<file path="src/design/pcs_pkg.sv">
// Purpose: constants for the line layer configuration and negotiation status bank
// Assumes: byte wide register port, one clock, asynchronous high reset
// Notes:   offsets are byte addresses on the host register port
//
// Operation
// - configuration bit 7 turns smart squelch qualification on or off
// - bit 6 enables link supervision; link failure disables transmitter, receiver, updates flag
// - bit 5 enables jabber protection; cleared means no protection at all
// - with jabber protection on, detected jabber clears loopback
// - bit 4 enables auto-negotiation
// - bit 3 advertises remote fault detection during negotiation
// - bit 2 advertises pause capability during negotiation
// - bit 1 enables automatic receive polarity detection and correction
// - bit 0 manually reverses receive polarity
// - manual reversal ignored while automatic polarity correction is enabled
// - status bit 7 flags good-check failure from incompatible link
// - status bit 6 flags good-check failure from line status fault
// - status bits 5 and 2 flag missing fast link pulses, ack and ability
// - status bit 4 flags ack-detect failure from word with ack clear
// - status bit 3 flags ack-detect failure from inconsistent words
// - status bit 1 flags ability-detect failure from words with ack set
// - status bit 0 flags ability-detect failure, no three matching words
// - on negotiation failure record cause and fall back to half duplex
// - duplex select is read-only while negotiation is enabled
// - with auto polarity, report detected reversal in control status bit
package pcs_pkg;
  localparam logic [7:0] PCS_ADDR_CONTROL = 8'h78;
  localparam logic [7:0] PCS_ADDR_CONFIG  = 8'h79;
  localparam logic [7:0] PCS_ADDR_STATUS  = 8'h80;
  localparam logic [7:0] PCS_CONFIG_RESET = 8'h00;
  localparam logic [7:0] PCS_STATUS_RESET = 8'h00;
  localparam logic [7:0] PCS_CONTROL_RESET = 8'h00;
  // configuration fields
  localparam int CF_SQUELCH  = 7;
  localparam int CF_LINKSUP  = 6;
  localparam int CF_JABBER   = 5;
  localparam int CF_NEG      = 4;
  localparam int CF_ADV_RF   = 3;
  localparam int CF_ADV_PAUSE = 2;
  localparam int CF_AUTO_POLARITY_ENABLE  = 1;
  localparam int CF_MANUAL_POLARITY_REVERSE   = 0;
  // control fields
  localparam int CN_LINE_EN  = 7;
  localparam int CN_TX_EN    = 6;
  localparam int CN_RX_EN    = 5;
  localparam int CN_DUPLEX   = 4;
  localparam int CN_LOOP     = 3;
  localparam int CN_PARTNER_RF = 2;
  localparam int CN_POLARITY_REVERSED_FLAG   = 1;
  localparam int CN_LINK     = 0;
  // status fields
  localparam int ST_GC_INCOMPAT = 7;
  localparam int ST_GC_LINE     = 6;
  localparam int ST_ACK_PULSE   = 5;
  localparam int ST_ACK_MISMATCH = 4;
  localparam int ST_ACK_CONSIST = 3;
  localparam int ST_ABL_PULSE   = 2;
  localparam int ST_ABL_ACK     = 1;
  localparam int ST_ABL_MATCH   = 0;
  // startup time of the line layer
  localparam int STARTUP_US     = 1000;
  localparam int CLK_MHZ        = 125;
  localparam int STARTUP_CYCLES = STARTUP_US * CLK_MHZ;
  typedef enum logic [1:0] {
    PCS_NEG_IDLE = 2'b00,
    PCS_NEG_RUN  = 2'b01,
    PCS_NEG_DONE = 2'b10,
    PCS_NEG_FAIL = 2'b11
  } pcs_neg_state_t;
endpackage

</file>
<file path="src/design/pcs_phy_regs.sv">
// Purpose: line layer configuration, control status and negotiation fault status
// Assumes: host strobes and line events arrive from pins, synchronised here
// Notes:   host reaches registers over the byte port; read data is registered
`timescale 1ns/1ps
module pcs_phy_regs #(
  parameter int STARTUP_CYCLES = pcs_pkg::STARTUP_CYCLES
) (
  input  wire logic       sys_clk,
  input  wire logic       rst,
  input  wire logic       clk_en,
  // host byte port
  input  wire logic [7:0] host_addr,
  input  wire logic [7:0] host_wdata,
  input  wire logic       host_wr,
  input  wire logic       host_rd,
  output logic      [7:0] host_rdata,
  // events from the analog line section
  input  wire logic       link_fail_evt,
  input  wire logic       link_good_evt,
  input  wire logic       jabber_evt,
  input  wire logic       rx_pol_inverted,
  input  wire logic       partner_full_duplex,
  input  wire logic       partner_remote_fault,
  input  wire logic       neg_done_evt,
  input  wire logic [7:0] neg_fail_cause,
  // controls to the analog line section
  output logic            squelch_on,
  output logic            jabber_guard_on,
  output logic            adv_remote_fault,
  output logic            adv_pause,
  output logic            rx_invert,
  output logic            tx_active,
  output logic            rx_active,
  output logic            loopback_on,
  output logic            full_duplex,
  output logic            neg_running,
  output logic            line_ready
);
  // ****************************************
  // input synchronisation
  // ****************************************
  localparam int NSYNC = 33;
  logic [NSYNC-1:0] raw_in;
  logic [NSYNC-1:0] syn;
  assign raw_in = {host_wr, host_rd, link_fail_evt, link_good_evt, jabber_evt,
                   rx_pol_inverted, partner_full_duplex, partner_remote_fault,
                   neg_done_evt, neg_fail_cause, host_addr, host_wdata};

  pcs_sync2 #(.W(NSYNC)) u_sync (
    .sys_clk (sys_clk),
    .rst     (rst),
    .clk_en  (clk_en),
    .d       (raw_in),
    .q       (syn)
  );

  logic       s_wr;
  logic       s_rd;
  logic       s_lfail;
  logic       s_lgood;
  logic       s_jab;
  logic       s_polinv;
  logic       s_pfd;
  logic       s_prf;
  logic       s_ndone;
  logic [7:0] s_cause;
  logic [7:0] s_addr;
  logic [7:0] s_wdata;
  assign s_wr     = syn[32];
  assign s_rd     = syn[31];
  assign s_lfail  = syn[30];
  assign s_lgood  = syn[29];
  assign s_jab    = syn[28];
  assign s_polinv = syn[27];
  assign s_pfd    = syn[26];
  assign s_prf    = syn[25];
  assign s_ndone  = syn[24];
  assign s_cause  = syn[23:16];
  // address and data share the strobe's delay; host must settle them first
  assign s_addr   = syn[15:8];
  assign s_wdata  = syn[7:0];

  logic wr_p;
  logic rd_p;
  pcs_host_port u_port (
    .sys_clk  (sys_clk),
    .rst      (rst),
    .clk_en   (clk_en),
    .wr_lvl   (s_wr),
    .rd_lvl   (s_rd),
    .wr_pulse (wr_p),
    .rd_pulse (rd_p)
  );

  logic wr_cfg;
  logic wr_ctl;
  assign wr_cfg = wr_p && (s_addr == pcs_pkg::PCS_ADDR_CONFIG);
  assign wr_ctl = wr_p && (s_addr == pcs_pkg::PCS_ADDR_CONTROL);

  // ****************************************
  // configuration register
  // ****************************************
  logic [7:0] cfg_q;
  always_ff @(posedge sys_clk or posedge rst)
  begin
    if (rst)
      cfg_q <= pcs_pkg::PCS_CONFIG_RESET;
    else if (clk_en && wr_cfg)
      cfg_q <= s_wdata;
  end

  logic neg_en;
  assign neg_en = cfg_q[pcs_pkg::CF_NEG];

  // ****************************************
  // control register
  // ****************************************
  logic [7:3] ctl_rw_q;
  logic       link_q;
  logic       polarity_reversed_flag_q;
  logic       prf_q;
  logic [7:0] ctl_q;
  logic       enables_all;
  logic       enables_all_q;
  assign ctl_q       = {ctl_rw_q, prf_q, polarity_reversed_flag_q, link_q};
  assign enables_all = ctl_q[pcs_pkg::CN_LINE_EN] & ctl_q[pcs_pkg::CN_TX_EN]
                     & ctl_q[pcs_pkg::CN_RX_EN];

  pcs_pkg::pcs_neg_state_t neg_q;
  logic neg_start;
  logic neg_ev_done;
  logic neg_ev_fail;
  assign neg_start   = neg_en && enables_all && !enables_all_q;
  assign neg_ev_done = (neg_q == pcs_pkg::PCS_NEG_RUN) && s_ndone;
  assign neg_ev_fail = (neg_q == pcs_pkg::PCS_NEG_RUN) && (s_cause != 8'h00);

  // hardware events win over a host write in the same cycle
  always_ff @(posedge sys_clk or posedge rst)
  begin
    if (rst)
      ctl_rw_q <= pcs_pkg::PCS_CONTROL_RESET[7:3];
    else if (clk_en)
    begin
      if (wr_ctl)
      begin
        ctl_rw_q[7:5] <= s_wdata[7:5];
        ctl_rw_q[pcs_pkg::CN_LOOP] <= s_wdata[pcs_pkg::CN_LOOP];
        if (!neg_en)
          ctl_rw_q[pcs_pkg::CN_DUPLEX] <= s_wdata[pcs_pkg::CN_DUPLEX];
      end
      // supervision drops transmitter and receiver on link failure
      if (cfg_q[pcs_pkg::CF_LINKSUP] && s_lfail)
      begin
        ctl_rw_q[pcs_pkg::CN_TX_EN] <= 1'b0;
        ctl_rw_q[pcs_pkg::CN_RX_EN] <= 1'b0;
      end
      if (cfg_q[pcs_pkg::CF_JABBER] && s_jab)
        ctl_rw_q[pcs_pkg::CN_LOOP] <= 1'b0;
      if (neg_en && neg_ev_done)
        ctl_rw_q[pcs_pkg::CN_DUPLEX] <= s_pfd;
      if (neg_en && neg_ev_fail)
        ctl_rw_q[pcs_pkg::CN_DUPLEX] <= 1'b0;
    end
  end

  // link flag: supervision decides; disabled supervision reports good
  always_ff @(posedge sys_clk or posedge rst)
  begin
    if (rst)
    begin
      link_q   <= pcs_pkg::PCS_CONTROL_RESET[pcs_pkg::CN_LINK];
      polarity_reversed_flag_q <= pcs_pkg::PCS_CONTROL_RESET[pcs_pkg::CN_POLARITY_REVERSED_FLAG];
      prf_q    <= pcs_pkg::PCS_CONTROL_RESET[pcs_pkg::CN_PARTNER_RF];
    end
    else if (clk_en)
    begin
      if (!cfg_q[pcs_pkg::CF_LINKSUP])
        link_q <= 1'b1;
      else if (s_lfail)
        link_q <= 1'b0;
      else if (s_lgood)
        link_q <= 1'b1;
      polarity_reversed_flag_q <= cfg_q[pcs_pkg::CF_AUTO_POLARITY_ENABLE] & s_polinv;
      prf_q    <= s_prf;
    end
  end

  // ****************************************
  // negotiation tracking
  // ****************************************
  always_ff @(posedge sys_clk or posedge rst)
  begin
    if (rst)
    begin
      neg_q         <= pcs_pkg::PCS_NEG_IDLE;
      enables_all_q <= 1'b0;
    end
    else if (clk_en)
    begin
      enables_all_q <= enables_all;
      case (neg_q)
        pcs_pkg::PCS_NEG_IDLE:
          if (neg_start)
            neg_q <= pcs_pkg::PCS_NEG_RUN;
        pcs_pkg::PCS_NEG_RUN:
          if (!neg_en || !enables_all)
            neg_q <= pcs_pkg::PCS_NEG_IDLE;
          else if (neg_ev_fail)
            neg_q <= pcs_pkg::PCS_NEG_FAIL;
          else if (s_ndone)
            neg_q <= pcs_pkg::PCS_NEG_DONE;
        pcs_pkg::PCS_NEG_DONE,
        pcs_pkg::PCS_NEG_FAIL:
          if (!enables_all || !neg_en)
            neg_q <= pcs_pkg::PCS_NEG_IDLE;
        default:
          neg_q <= pcs_pkg::PCS_NEG_IDLE;
      endcase
    end
  end

  // ****************************************
  // negotiation fault status
  // ****************************************
  // held until a new attempt; host writes never reach it
  logic [7:0] sta_q;
  always_ff @(posedge sys_clk or posedge rst)
  begin
    if (rst)
      sta_q <= pcs_pkg::PCS_STATUS_RESET;
    else if (clk_en)
    begin
      if (neg_ev_fail)
        sta_q <= s_cause;
      else if (neg_start)
        sta_q <= pcs_pkg::PCS_STATUS_RESET;
    end
  end

  // ****************************************
  // startup timer
  // ****************************************
  localparam int TW = $clog2(STARTUP_CYCLES + 1);
  logic [TW-1:0] start_cnt_q;
  always_ff @(posedge sys_clk or posedge rst)
  begin
    if (rst)
      start_cnt_q <= '0;
    else if (clk_en)
    begin
      if (!ctl_q[pcs_pkg::CN_LINE_EN])
        start_cnt_q <= '0;
      else if (start_cnt_q != TW'(STARTUP_CYCLES))
        start_cnt_q <= start_cnt_q + 1'b1;
    end
  end

  // ****************************************
  // outputs and read data
  // ****************************************
  always_ff @(posedge sys_clk or posedge rst)
  begin
    if (rst)
    begin
      squelch_on       <= 1'b0;
      jabber_guard_on  <= 1'b0;
      adv_remote_fault <= 1'b0;
      adv_pause        <= 1'b0;
      rx_invert        <= 1'b0;
      tx_active        <= 1'b0;
      rx_active        <= 1'b0;
      loopback_on      <= 1'b0;
      full_duplex      <= 1'b0;
      neg_running      <= 1'b0;
      line_ready       <= 1'b0;
    end
    else if (clk_en)
    begin
      squelch_on       <= cfg_q[pcs_pkg::CF_SQUELCH];
      jabber_guard_on  <= cfg_q[pcs_pkg::CF_JABBER];
      adv_remote_fault <= cfg_q[pcs_pkg::CF_ADV_RF];
      adv_pause        <= cfg_q[pcs_pkg::CF_ADV_PAUSE];
      // auto polarity overrides the manual bit
      rx_invert        <= cfg_q[pcs_pkg::CF_AUTO_POLARITY_ENABLE] ? s_polinv
                                                     : cfg_q[pcs_pkg::CF_MANUAL_POLARITY_REVERSE];
      tx_active        <= ctl_q[pcs_pkg::CN_LINE_EN] & ctl_q[pcs_pkg::CN_TX_EN];
      rx_active        <= ctl_q[pcs_pkg::CN_LINE_EN] & ctl_q[pcs_pkg::CN_RX_EN];
      loopback_on      <= ctl_q[pcs_pkg::CN_LOOP];
      full_duplex      <= ctl_q[pcs_pkg::CN_DUPLEX];
      neg_running      <= (neg_q == pcs_pkg::PCS_NEG_RUN);
      line_ready       <= ctl_q[pcs_pkg::CN_LINE_EN] && (start_cnt_q == TW'(STARTUP_CYCLES));
    end
  end

  always_ff @(posedge sys_clk or posedge rst)
  begin
    if (rst)
      host_rdata <= 8'h00;
    else if (clk_en && rd_p)
    begin
      case (s_addr)
        pcs_pkg::PCS_ADDR_CONFIG:  host_rdata <= cfg_q;
        pcs_pkg::PCS_ADDR_CONTROL: host_rdata <= ctl_q;
        pcs_pkg::PCS_ADDR_STATUS:  host_rdata <= sta_q;
        default:                   host_rdata <= 8'h00;
      endcase
    end
  end

  // ****************************************
  // checks
  // ****************************************
  a_loop_jabber: assert property (@(posedge sys_clk) disable iff (rst)
    (clk_en && cfg_q[pcs_pkg::CF_JABBER] && s_jab) |=> !ctl_q[pcs_pkg::CN_LOOP])
    else $error("loopback survived jabber");
  a_link_drop: assert property (@(posedge sys_clk) disable iff (rst)
    (clk_en && cfg_q[pcs_pkg::CF_LINKSUP] && s_lfail) |=>
      (!ctl_q[pcs_pkg::CN_TX_EN] && !ctl_q[pcs_pkg::CN_RX_EN] && !ctl_q[pcs_pkg::CN_LINK]))
    else $error("link failure did not disable line");
  a_fail_half: assert property (@(posedge sys_clk) disable iff (rst)
    (clk_en && neg_en && neg_ev_fail) |=> (!ctl_q[pcs_pkg::CN_DUPLEX] && sta_q == $past(s_cause)))
    else $error("failure not recorded");
  a_status_hold: assert property (@(posedge sys_clk) disable iff (rst)
    (!neg_ev_fail && !neg_start) |=> $stable(sta_q))
    else $error("status changed without cause");
  a_pol_manual: assert property (@(posedge sys_clk) disable iff (rst)
    (clk_en && cfg_q[pcs_pkg::CF_AUTO_POLARITY_ENABLE]) |=> (rx_invert == $past(s_polinv)))
    else $error("manual polarity leaked");
  a_duplex_lock: assert property (@(posedge sys_clk) disable iff (rst)
    (wr_ctl && neg_en && !neg_ev_done && !neg_ev_fail) |=> $stable(ctl_q[pcs_pkg::CN_DUPLEX]))
    else $error("duplex written under negotiation");
  a_cfg_write: assert property (@(posedge sys_clk) disable iff (rst)
    (clk_en && wr_cfg) |=> (cfg_q == $past(s_wdata)))
    else $error("configuration write lost");
  a_squelch_out: assert property (@(posedge sys_clk) disable iff (rst)
    (clk_en && wr_cfg) |=> ##1 (!clk_en || squelch_on == $past(s_wdata[7], 2)))
    else $error("squelch output wrong");
endmodule

</file>
<file path="src/design/pcs_sync2.sv">
// Purpose: two flip-flop synchroniser for pin levels
// Assumes: input asynchronous to sys_clk
// Notes:   first stage read only by the second
`timescale 1ns/1ps
module pcs_sync2 #(
  parameter int W = 1
) (
  input  wire logic         sys_clk,
  input  wire logic         rst,
  input  wire logic         clk_en,
  input  wire logic [W-1:0] d,
  output logic      [W-1:0] q
);
  logic [W-1:0] meta_q;

  always_ff @(posedge sys_clk or posedge rst)
  begin
    if (rst)
    begin
      meta_q <= '0;
      q      <= '0;
    end
    else if (clk_en)
    begin
      meta_q <= d;
      q      <= meta_q;
    end
  end
endmodule

</file>
<file path="src/design/pcs_host_port.sv">
// Purpose: byte register port write/read strobe capture
// Assumes: strobes synchronised already, active high, same clock
// Notes:   one access pulse per strobe assertion
`timescale 1ns/1ps
module pcs_host_port (
  input  wire logic sys_clk,
  input  wire logic rst,
  input  wire logic clk_en,
  input  wire logic wr_lvl,
  input  wire logic rd_lvl,
  output logic      wr_pulse,
  output logic      rd_pulse
);
  logic wr_prev_q;
  logic rd_prev_q;

  // rising edge detection: one access per strobe
  always_ff @(posedge sys_clk or posedge rst)
  begin
    if (rst)
    begin
      wr_prev_q <= 1'b0;
      rd_prev_q <= 1'b0;
    end
    else if (clk_en)
    begin
      wr_prev_q <= wr_lvl;
      rd_prev_q <= rd_lvl;
    end
  end

  assign wr_pulse = clk_en & wr_lvl & ~wr_prev_q;
  assign rd_pulse = clk_en & rd_lvl & ~rd_prev_q;
endmodule

</file>
<file path="config.mk">
export PLATFORM = sky130hd
export DESIGN_NAME = pcs_phy_regs
export DESIGN_NICKNAME = d
export VERILOG_FILES = /design/src/design/pcs_pkg.sv /design/src/design/pcs_phy_regs.sv /design/src/design/pcs_sync2.sv /design/src/design/pcs_host_port.sv
export SDC_FILE = /design/constraint.sdc
export NUM_CORES = 1
export LEC_CHECK = 0
export ABC_AREA = 1
export BUFFER_PORTS_ARGS = -buffer_cell sky130_fd_sc_hd__buf_2
export CAP_MARGIN = 25
export CORE_MARGIN = 2
export CORE_UTILIZATION = 30
export DETAILED_ROUTE_END_ITERATION = 10
export HOLD_SLACK_MARGIN = 0.05
export PLACE_DENSITY = 0.59
export SLEW_MARGIN = 20
export SYNTH_ARGS = -nofsm -noshare
export SYNTH_HDL_FRONTEND = slang
export SYNTH_SLANG_ARGS = --single-unit
</file>
<file path="constraint.sdc">
create_clock -name sys_clk -period 3.61 [get_ports sys_clk]
set_input_delay 0.1805 -clock sys_clk [delete_from_list [all_inputs] [get_ports sys_clk]]
set_output_delay 0.1805 -clock sys_clk [all_outputs]
set_load 0.05 [all_outputs]
</file>
# Yosys cells after proc, flatten, opt, wreduce, memory -nomap -nowiden
# Index checks and enable logic that the tools add are counted.
# classes
add_sub_neg	1
n_eq_ne	14
muxes	21
bitwise	10
reduce_logical	32
# ops
cell	n
17-bit two-way mux	2
8-bit case mux with 3 select lines	1
17-bit by 1-bit adder with 17-bit output (second input constant)	1
17-bit == test (second input constant)	1
17-bit inequality test (second input constant)	1
8-bit by 7-bit == test with 1-bit output (second input constant)	2
8-bit two-way mux	2
1-bit logical AND	13
2-bit two-way mux	6
2-bit AND reduction	6
1-bit bitwise AND	8
8-bit == test (second input constant)	1
1-bit two-way mux	8
8-bit nonzero test	1
3-bit by 1-bit inequality test with 1-bit output (second input constant)	2
2-bit case mux with 3 select lines	1
2-bit nonzero test	3
2-bit == test (second input constant)	2
4-bit two-way mux	1
2-bit inequality test (second input constant)	2
4-bit by 2-bit inequality test with 1-bit output (second input constant)	1
4-bit AND reduction	1
1-bit logical NOT	3
3-bit AND reduction	1
7 further kinds	8
# totals
ff_bits	131
elab_cells	106

# Logic depth before layout (Yosys ltp)
# depth
word_depth	6
ltp_mapped	9

# Cells and area by module
# From an unflattened synthesis, not the netlist that was laid out.
# hier_totals
hier_cells	749
area_unflattened_um2	6005.8
# by_module_without_submodules
module	instances	cells_per_inst	area_per_inst_um2	seq_area_each_um2
pcs_phy_regs	1	457	3435.8	1576.5
pcs_sync2	1	280	2477.4	1651.6
pcs_host_port	1	12	92.6	50.0

# Worst setup path after synthesis
# OpenSTA, ideal clock, no wires.
# synth_timing
kind	register to register
from	register start_cnt_q[0]
to	register start_cnt_q[16]
arrival_ps	1253
required_time_ps	3483
path_slack_ps	2230
stages_incl_launch_ff	8
n_path_buf	0
synth_period_minus_slack_ps	1380
cell_sequence	dfrtp_1 > ha_1 > nand2_1 > nor2_1 > nand2_1 > nor2_1 > xor2_1 > o21ai_0
# synth_between
elab_chain_len	3
word_cells_on_any_way	6
cone_classes	add/sub: 1; eq/ne: 2; mux: 2; reduce/logical: 1
# synth_lines
element	line	source
start, declared	pcs_phy_regs.sv:244	logic [TW-1:0] start_cnt_q;
start signal, assigned	pcs_phy_regs.sv:254	start_cnt_q <= start_cnt_q + 1'b1;
17-bit by 1-bit adder with 17-bit output / 17-bit inequality test (equally long branches)	pcs_phy_regs.sv:254, pcs_phy_regs.sv:253	
17-bit two-way mux / 2-bit by 1-bit inequality test with 1-bit output (equally long branches)	n/a	
17-bit two-way mux / 2-bit AND reduction (equally long branches)	n/a	
# Parallel ways exist; a longest one is shown, timed or not. The select of a mux whose other input is x is not followed.
# A chain may end at the register's enable or synchronous reset.

# Worst setup path after layout
# layout_timing
from	register ctl_rw_q[7] (netlist bit)
to	register sta_q[4]
# layout_between
elab_chain_len	6
# layout_lines
element	line	source
start, declared	pcs_phy_regs.sv:118	logic [7:3] ctl_rw_q;
start signal, assigned	pcs_phy_regs.sv:141	ctl_rw_q <= pcs_pkg::PCS_CONTROL_RESET[7:3];
start signal, assigned by index	pcs_phy_regs.sv:147	ctl_rw_q[pcs_pkg::CN_LOOP] <= s_wdata[pcs_pkg::CN_LOOP];
start signal, assigned by index	pcs_phy_regs.sv:149	ctl_rw_q[pcs_pkg::CN_DUPLEX] <= s_wdata[pcs_pkg::CN_DUPLEX];
1-bit bitwise AND	pcs_phy_regs.sv:126	assign enables_all = ctl_q[pcs_pkg::CN_LINE_EN] & ctl_q[pcs_pkg::CN_TX_EN]
1-bit bitwise AND	pcs_phy_regs.sv:127	& ctl_q[pcs_pkg::CN_RX_EN];
1-bit logical AND (2 in series)	pcs_phy_regs.sv:133	assign neg_start = neg_en && enables_all && !enables_all_q;
2-bit nonzero test (no source line)	n/a	
2-bit AND reduction (no source line)	n/a	
end signal, assigned	pcs_phy_regs.sv:230	sta_q <= pcs_pkg::PCS_STATUS_RESET;
end signal, assigned	pcs_phy_regs.sv:234	sta_q <= s_cause;
end signal, assigned	pcs_phy_regs.sv:236	sta_q <= pcs_pkg::PCS_STATUS_RESET;
end, declared	pcs_phy_regs.sv:226	logic [7:0] sta_q;
# No other way between the ends.

==> flow_results.xml <==
<?xml version="1.0" encoding="UTF-8"?>
<metrics>
  <group name="global_route">
    <metric name="grt_overflow_total" unit="">0</metric>
    <metric name="gr-usage-all-layers" unit="%">13.6</metric>
    <metric name="initial_antenna_violation_count" unit="">0</metric>
    <metric name="grt_first_pass_wirelength" unit="mm">22.1</metric>
    <metric name="grt_pass1_vias" unit="">4460</metric>
    <metric name="pin_count_of_the_biggest_net_entering_global_routing" unit="">132</metric>
  </group>
  <group name="logic_synthesis">
    <metric name="ys.warnings.count" unit="">0</metric>
    <metric name="postSynth.topFlopCell" unit="">sky130_fd_sc_hd__dfrtp_1</metric>
    <metric name="synthesis.area" unit="µm²">5860</metric>
    <metric name="synth-seq-cells" unit="">131</metric>
    <metric name="synth.avg_cell_area" unit="µm²">8.23</metric>
    <metric name="synth_enable_flop_cells" unit="">0</metric>
    <metric name="synthDistinctLibCells" unit="">33</metric>
    <metric name="synth_fp_nets" unit="">750</metric>
    <metric name="synth-async-reset-ratio" unit="%">100</metric>
    <metric name="netlist_instances" unit="">712</metric>
    <metric name="synth_seq_area_share" unit="%">56.0</metric>
  </group>
  <group name="sta">
    <metric name="worstMarginPinSlew" unit="ns">0.870</metric>
    <metric name="setup_repair_after_global_routing_missed_its_margin" unit="">false</metric>
    <metric name="final-setup-viol-count" unit="">0</metric>
    <metric name="fmax" unit="GHz">0.548</metric>
    <metric name="setup_ws" unit="ns">1.79</metric>
    <metric name="max-slew-margin-rel" unit="%">42.0</metric>
    <metric name="finalCritPeriodShare" unit="%">50.5</metric>
    <metric name="final_period_minus_worst_setup_slack" unit="ns">1.82</metric>
    <metric name="report.final.hold_viol_count" unit="">0</metric>
    <metric name="skew" unit="ns">0.0115</metric>
    <metric name="finalHoldWorstSlack" unit="ns">0.141</metric>
    <metric name="timing.setup.tns" unit="ns">0</metric>
    <metric name="maxSlewViolCount" unit="">0</metric>
  </group>
  <group name="clocking">
    <metric name="clock_sink_count" unit="">131</metric>
    <metric name="cts_hold_buf" unit="">34</metric>
    <metric name="cts_max_path_buffers" unit="">2</metric>
    <metric name="cts.reportedPaths.clkPinSlew" unit="ns">0.06</metric>
    <metric name="numCtsBuffers" unit="">17</metric>
    <metric name="post-cts-setup-buffer-count" unit="">0</metric>
    <metric name="cts_max_level" unit="">4</metric>
    <metric name="clkLatencyLatePin" unit="ns">0.42</metric>
    <metric name="tritoncts" unit="">done</metric>
    <metric name="post_cts.resized_instances" unit="">0</metric>
    <metric name="clockRootBuffer" unit="">sky130_fd_sc_hd__clkbuf_16</metric>
  </group>
  <group name="finish">
    <metric name="layout_commonest_cell" unit="">sky130_fd_sc_hd__nand2_1</metric>
    <metric name="mostFrequentLayoutCells" unit="">sky130_fd_sc_hd__nand2_1, sky130_fd_sc_hd__dfrtp_1, sky130_fd_sc_hd__o21ai_0, sky130_fd_sc_hd__inv_1, sky130_fd_sc_hd__buf_2</metric>
    <metric name="n_fill_cell" unit="">1998</metric>
    <metric name="layout.cells.non_filler" unit="">1075</metric>
    <metric name="final-seq-area" unit="µm²">3280</metric>
    <metric name="areaGrowthSynthToFinish" unit="%">25.5</metric>
    <metric name="multiInputGateArea" unit="µm²">2200</metric>
    <metric name="final_util" unit="%">38.0</metric>
    <metric name="post_route_cells_drive_above_1_share" unit="%">13.0</metric>
    <metric name="total_number_of_nets_in_the_final_design" unit="">837</metric>
    <metric name="num_antenna_cells" unit="">0</metric>
  </group>
  <group name="routing">
    <metric name="ant_nets" unit="">0</metric>
    <metric name="drt_drc_violations_left" unit="">0</metric>
    <metric name="initialDrtViolationCount" unit="">369</metric>
    <metric name="detail_route.vias_per_cell" unit="">4.38</metric>
    <metric name="final_routed_wirelength_across_all_metal_layers" unit="mm">13.0</metric>
    <metric name="wl_per_cell" unit="µm">12.1</metric>
    <metric name="drtPass1Iterations" unit="">4</metric>
    <metric name="via_count" unit="">4707</metric>
  </group>
  <group name="critical_path">
    <metric name="critical_path.endpoint_type" unit="">register</metric>
    <metric name="worst-path-max-fanout" unit="">15</metric>
    <metric name="cp_data_arrival_time" unit="ns">2.11</metric>
    <metric name="required_time_at_the_endpoint_of_the_critical_path" unit="ns">3.90</metric>
    <metric name="criticalPathCategory" unit="">reg -&gt; reg</metric>
    <metric name="setup.worst_path.start_class" unit="">register</metric>
  </group>
  <group name="power_and_ir_drop">
    <metric name="power.density" unit="nW/µm²">514</metric>
    <metric name="max-vdd-ir-drop" unit="µV">339</metric>
    <metric name="power.leakage" unit="nW">3.64</metric>
  </group>
  <group name="placement">
    <metric name="hpwlAfterDp" unit="mm">8.69</metric>
    <metric name="place_inst" unit="">1011</metric>
    <metric name="globalplace.congestion" unit="">0.833</metric>
    <metric name="dp_slack" unit="ns">1.75</metric>
    <metric name="place.port_buffers" unit="">54</metric>
  </group>
  <group name="floorplanning">
    <metric name="dieWidth" unit="µm">144</metric>
    <metric name="ios" unit="">55</metric>
    <metric name="floorplan.rows" unit="">51</metric>
    <metric name="floorplan.initialDensity" unit="%">30.3</metric>
    <metric name="die_height" unit="µm">144</metric>
    <metric name="coreArea" unit="µm²">19300</metric>
    <metric name="die-area" unit="µm²">20700</metric>
  </group>
  <group name="run_status">
    <metric name="status" unit="">completed</metric>
  </group>
  <group name="run">
    <metric name="number_of_max_cap_violations" unit="">0</metric>
  </group>
  <group name="worst_hold_path">
    <metric name="min-delay-path-class" unit="">in -&gt; reg</metric>
  </group>
</metrics>
[layout make-up]
cell class,count,area share [%]
flip-flops and latches,131,44.6
inverters,69,3.57
clock inverters,9,2.09
repair buffers,92,8.91
multi-input cells,488,29.9
well taps,265,4.51
clock buffers,21,6.40
[registers in the layout, summed over array words and instances (netlist names), 2 cells and up]
register and cells:
u_sync.meta_q 33, u_sync.q 33, start_cnt_q 17, cfg_q 8
host_rdata 8, sta_q 8, ctl_rw_q 5, neg_q 2
[worst max-delay path: stages (launching register included)]
cell	delay, ns
sky130_fd_sc_hd__dfrtp_1	0.68
sky130_fd_sc_hd__nand4_1	0.29
sky130_fd_sc_hd__nor2_1	0.23
sky130_fd_sc_hd__inv_1	0.08
sky130_fd_sc_hd__a21oi_2	0.30
sky130_fd_sc_hd__o21ai_0	0.12
[metal layers]
metal	global-route usage, %	wire length (µm)	vias to the layer above
li1	-	-	2424
met3	3.93	447	16
met5	0	0	-
met2	20.5	5820	68
met4	4.39	155	0
met1	18.9	6550	2199
[Yosys cell counts (2+ instances only)]
cell type                  count  area (µm²)
sky130_fd_sc_hd__buf_4         2        15.0
sky130_fd_sc_hd__xor2_1        6        52.6
sky130_fd_sc_hd__nor2_1       35         131
sky130_fd_sc_hd__clkbuf_1     10        37.5
sky130_fd_sc_hd__nand4_1       7        43.8
sky130_fd_sc_hd__inv_1        66         248
sky130_fd_sc_hd__o21ai_2       2        17.5
sky130_fd_sc_hd__nand2_2       2        12.5
sky130_fd_sc_hd__nand2_1     279        1050
sky130_fd_sc_hd__dfrtp_1     131        3280
sky130_fd_sc_hd__nor3_1        3        15.0
sky130_fd_sc_hd__a21oi_1       7        35.0
sky130_fd_sc_hd__ha_1          2        25.0
sky130_fd_sc_hd__o21bai_1      3        22.5
sky130_fd_sc_hd__o31ai_1       2        15.0
sky130_fd_sc_hd__nor2_2        2        12.5
sky130_fd_sc_hd__inv_2         3        11.3
sky130_fd_sc_hd__o21ai_0      69         345
sky130_fd_sc_hd__o211ai_1      7        52.6
sky130_fd_sc_hd__nand3_1      50         250
sky130_fd_sc_hd__nor3_2        2        20.0
sky130_fd_sc_hd__buf_2        11        55.1
[cell families (layout without fill, tap and decap cells)]
| kind of cell | Yosys count | count (layout) | share of synthesized area (%) |
|---|---|---|---|
| AOI/OAI and AO/OA | 93 | 93 | 8.76 |
| xor gates and xnor gates | 6 | 6 | 0.897 |
| adders and majority gates | 2 | 2 | 0.427 |
| buffers and inverters | 93 | 191 | 6.45 |
| DFF | 131 | 131 | 56.0 |
| and+or+nand+nor | 387 | 387 | 27.5 |
[power by group]
part / total, W / switching, W / internal, W
Clock: 0.00182 / 0.000619 / 0.00120
Sequential: 0.00163 / 0.0000593 / 0.00158
Combinational: 0.000323 / 0.000211 / 0.000112
Total: 0.00378 / 0.000890 / 0.00289
[stage by stage]
stage | total power [W] | instance area [µm²]
final | 0.00378 | 7350
after global routing | 0.00395 | 7350
after CTS | 0.00382 | 7350
after detailed placement | 0.00196 | 6390
after global placement | 0.00196 | 6390
after floorplan | 0.00187 | 5860
[path summary, 6_finish.rpt]
kind | from | to | slack [ns] | cells past startpoint
max in group asynchronous | rst | host_rdata[1]$_DFFE_PP0P_ | 2.55 | 4
min in group asynchronous | rst | u_sync.meta_q[25]$_DFFE_PP0P_ | 0.47 | 4
min | clk_en | squelch_on$_DFFE_PP0P_ | 0.14 | 3
max reg2reg | ctl_rw_q[7]$_DFFE_PP0P_ | sta_q[4]$_DFFE_PP0P_ | 1.79 | 5
max | ctl_rw_q[7]$_DFFE_PP0P_ | sta_q[4]$_DFFE_PP0P_ | 1.79 | 5
min reg2reg | u_sync.meta_q[11]$_DFFE_PP0P_ | u_sync.meta_q[11]$_DFFE_PP0P_ | 0.47 | 2
(Power assumes the default switching activity.)
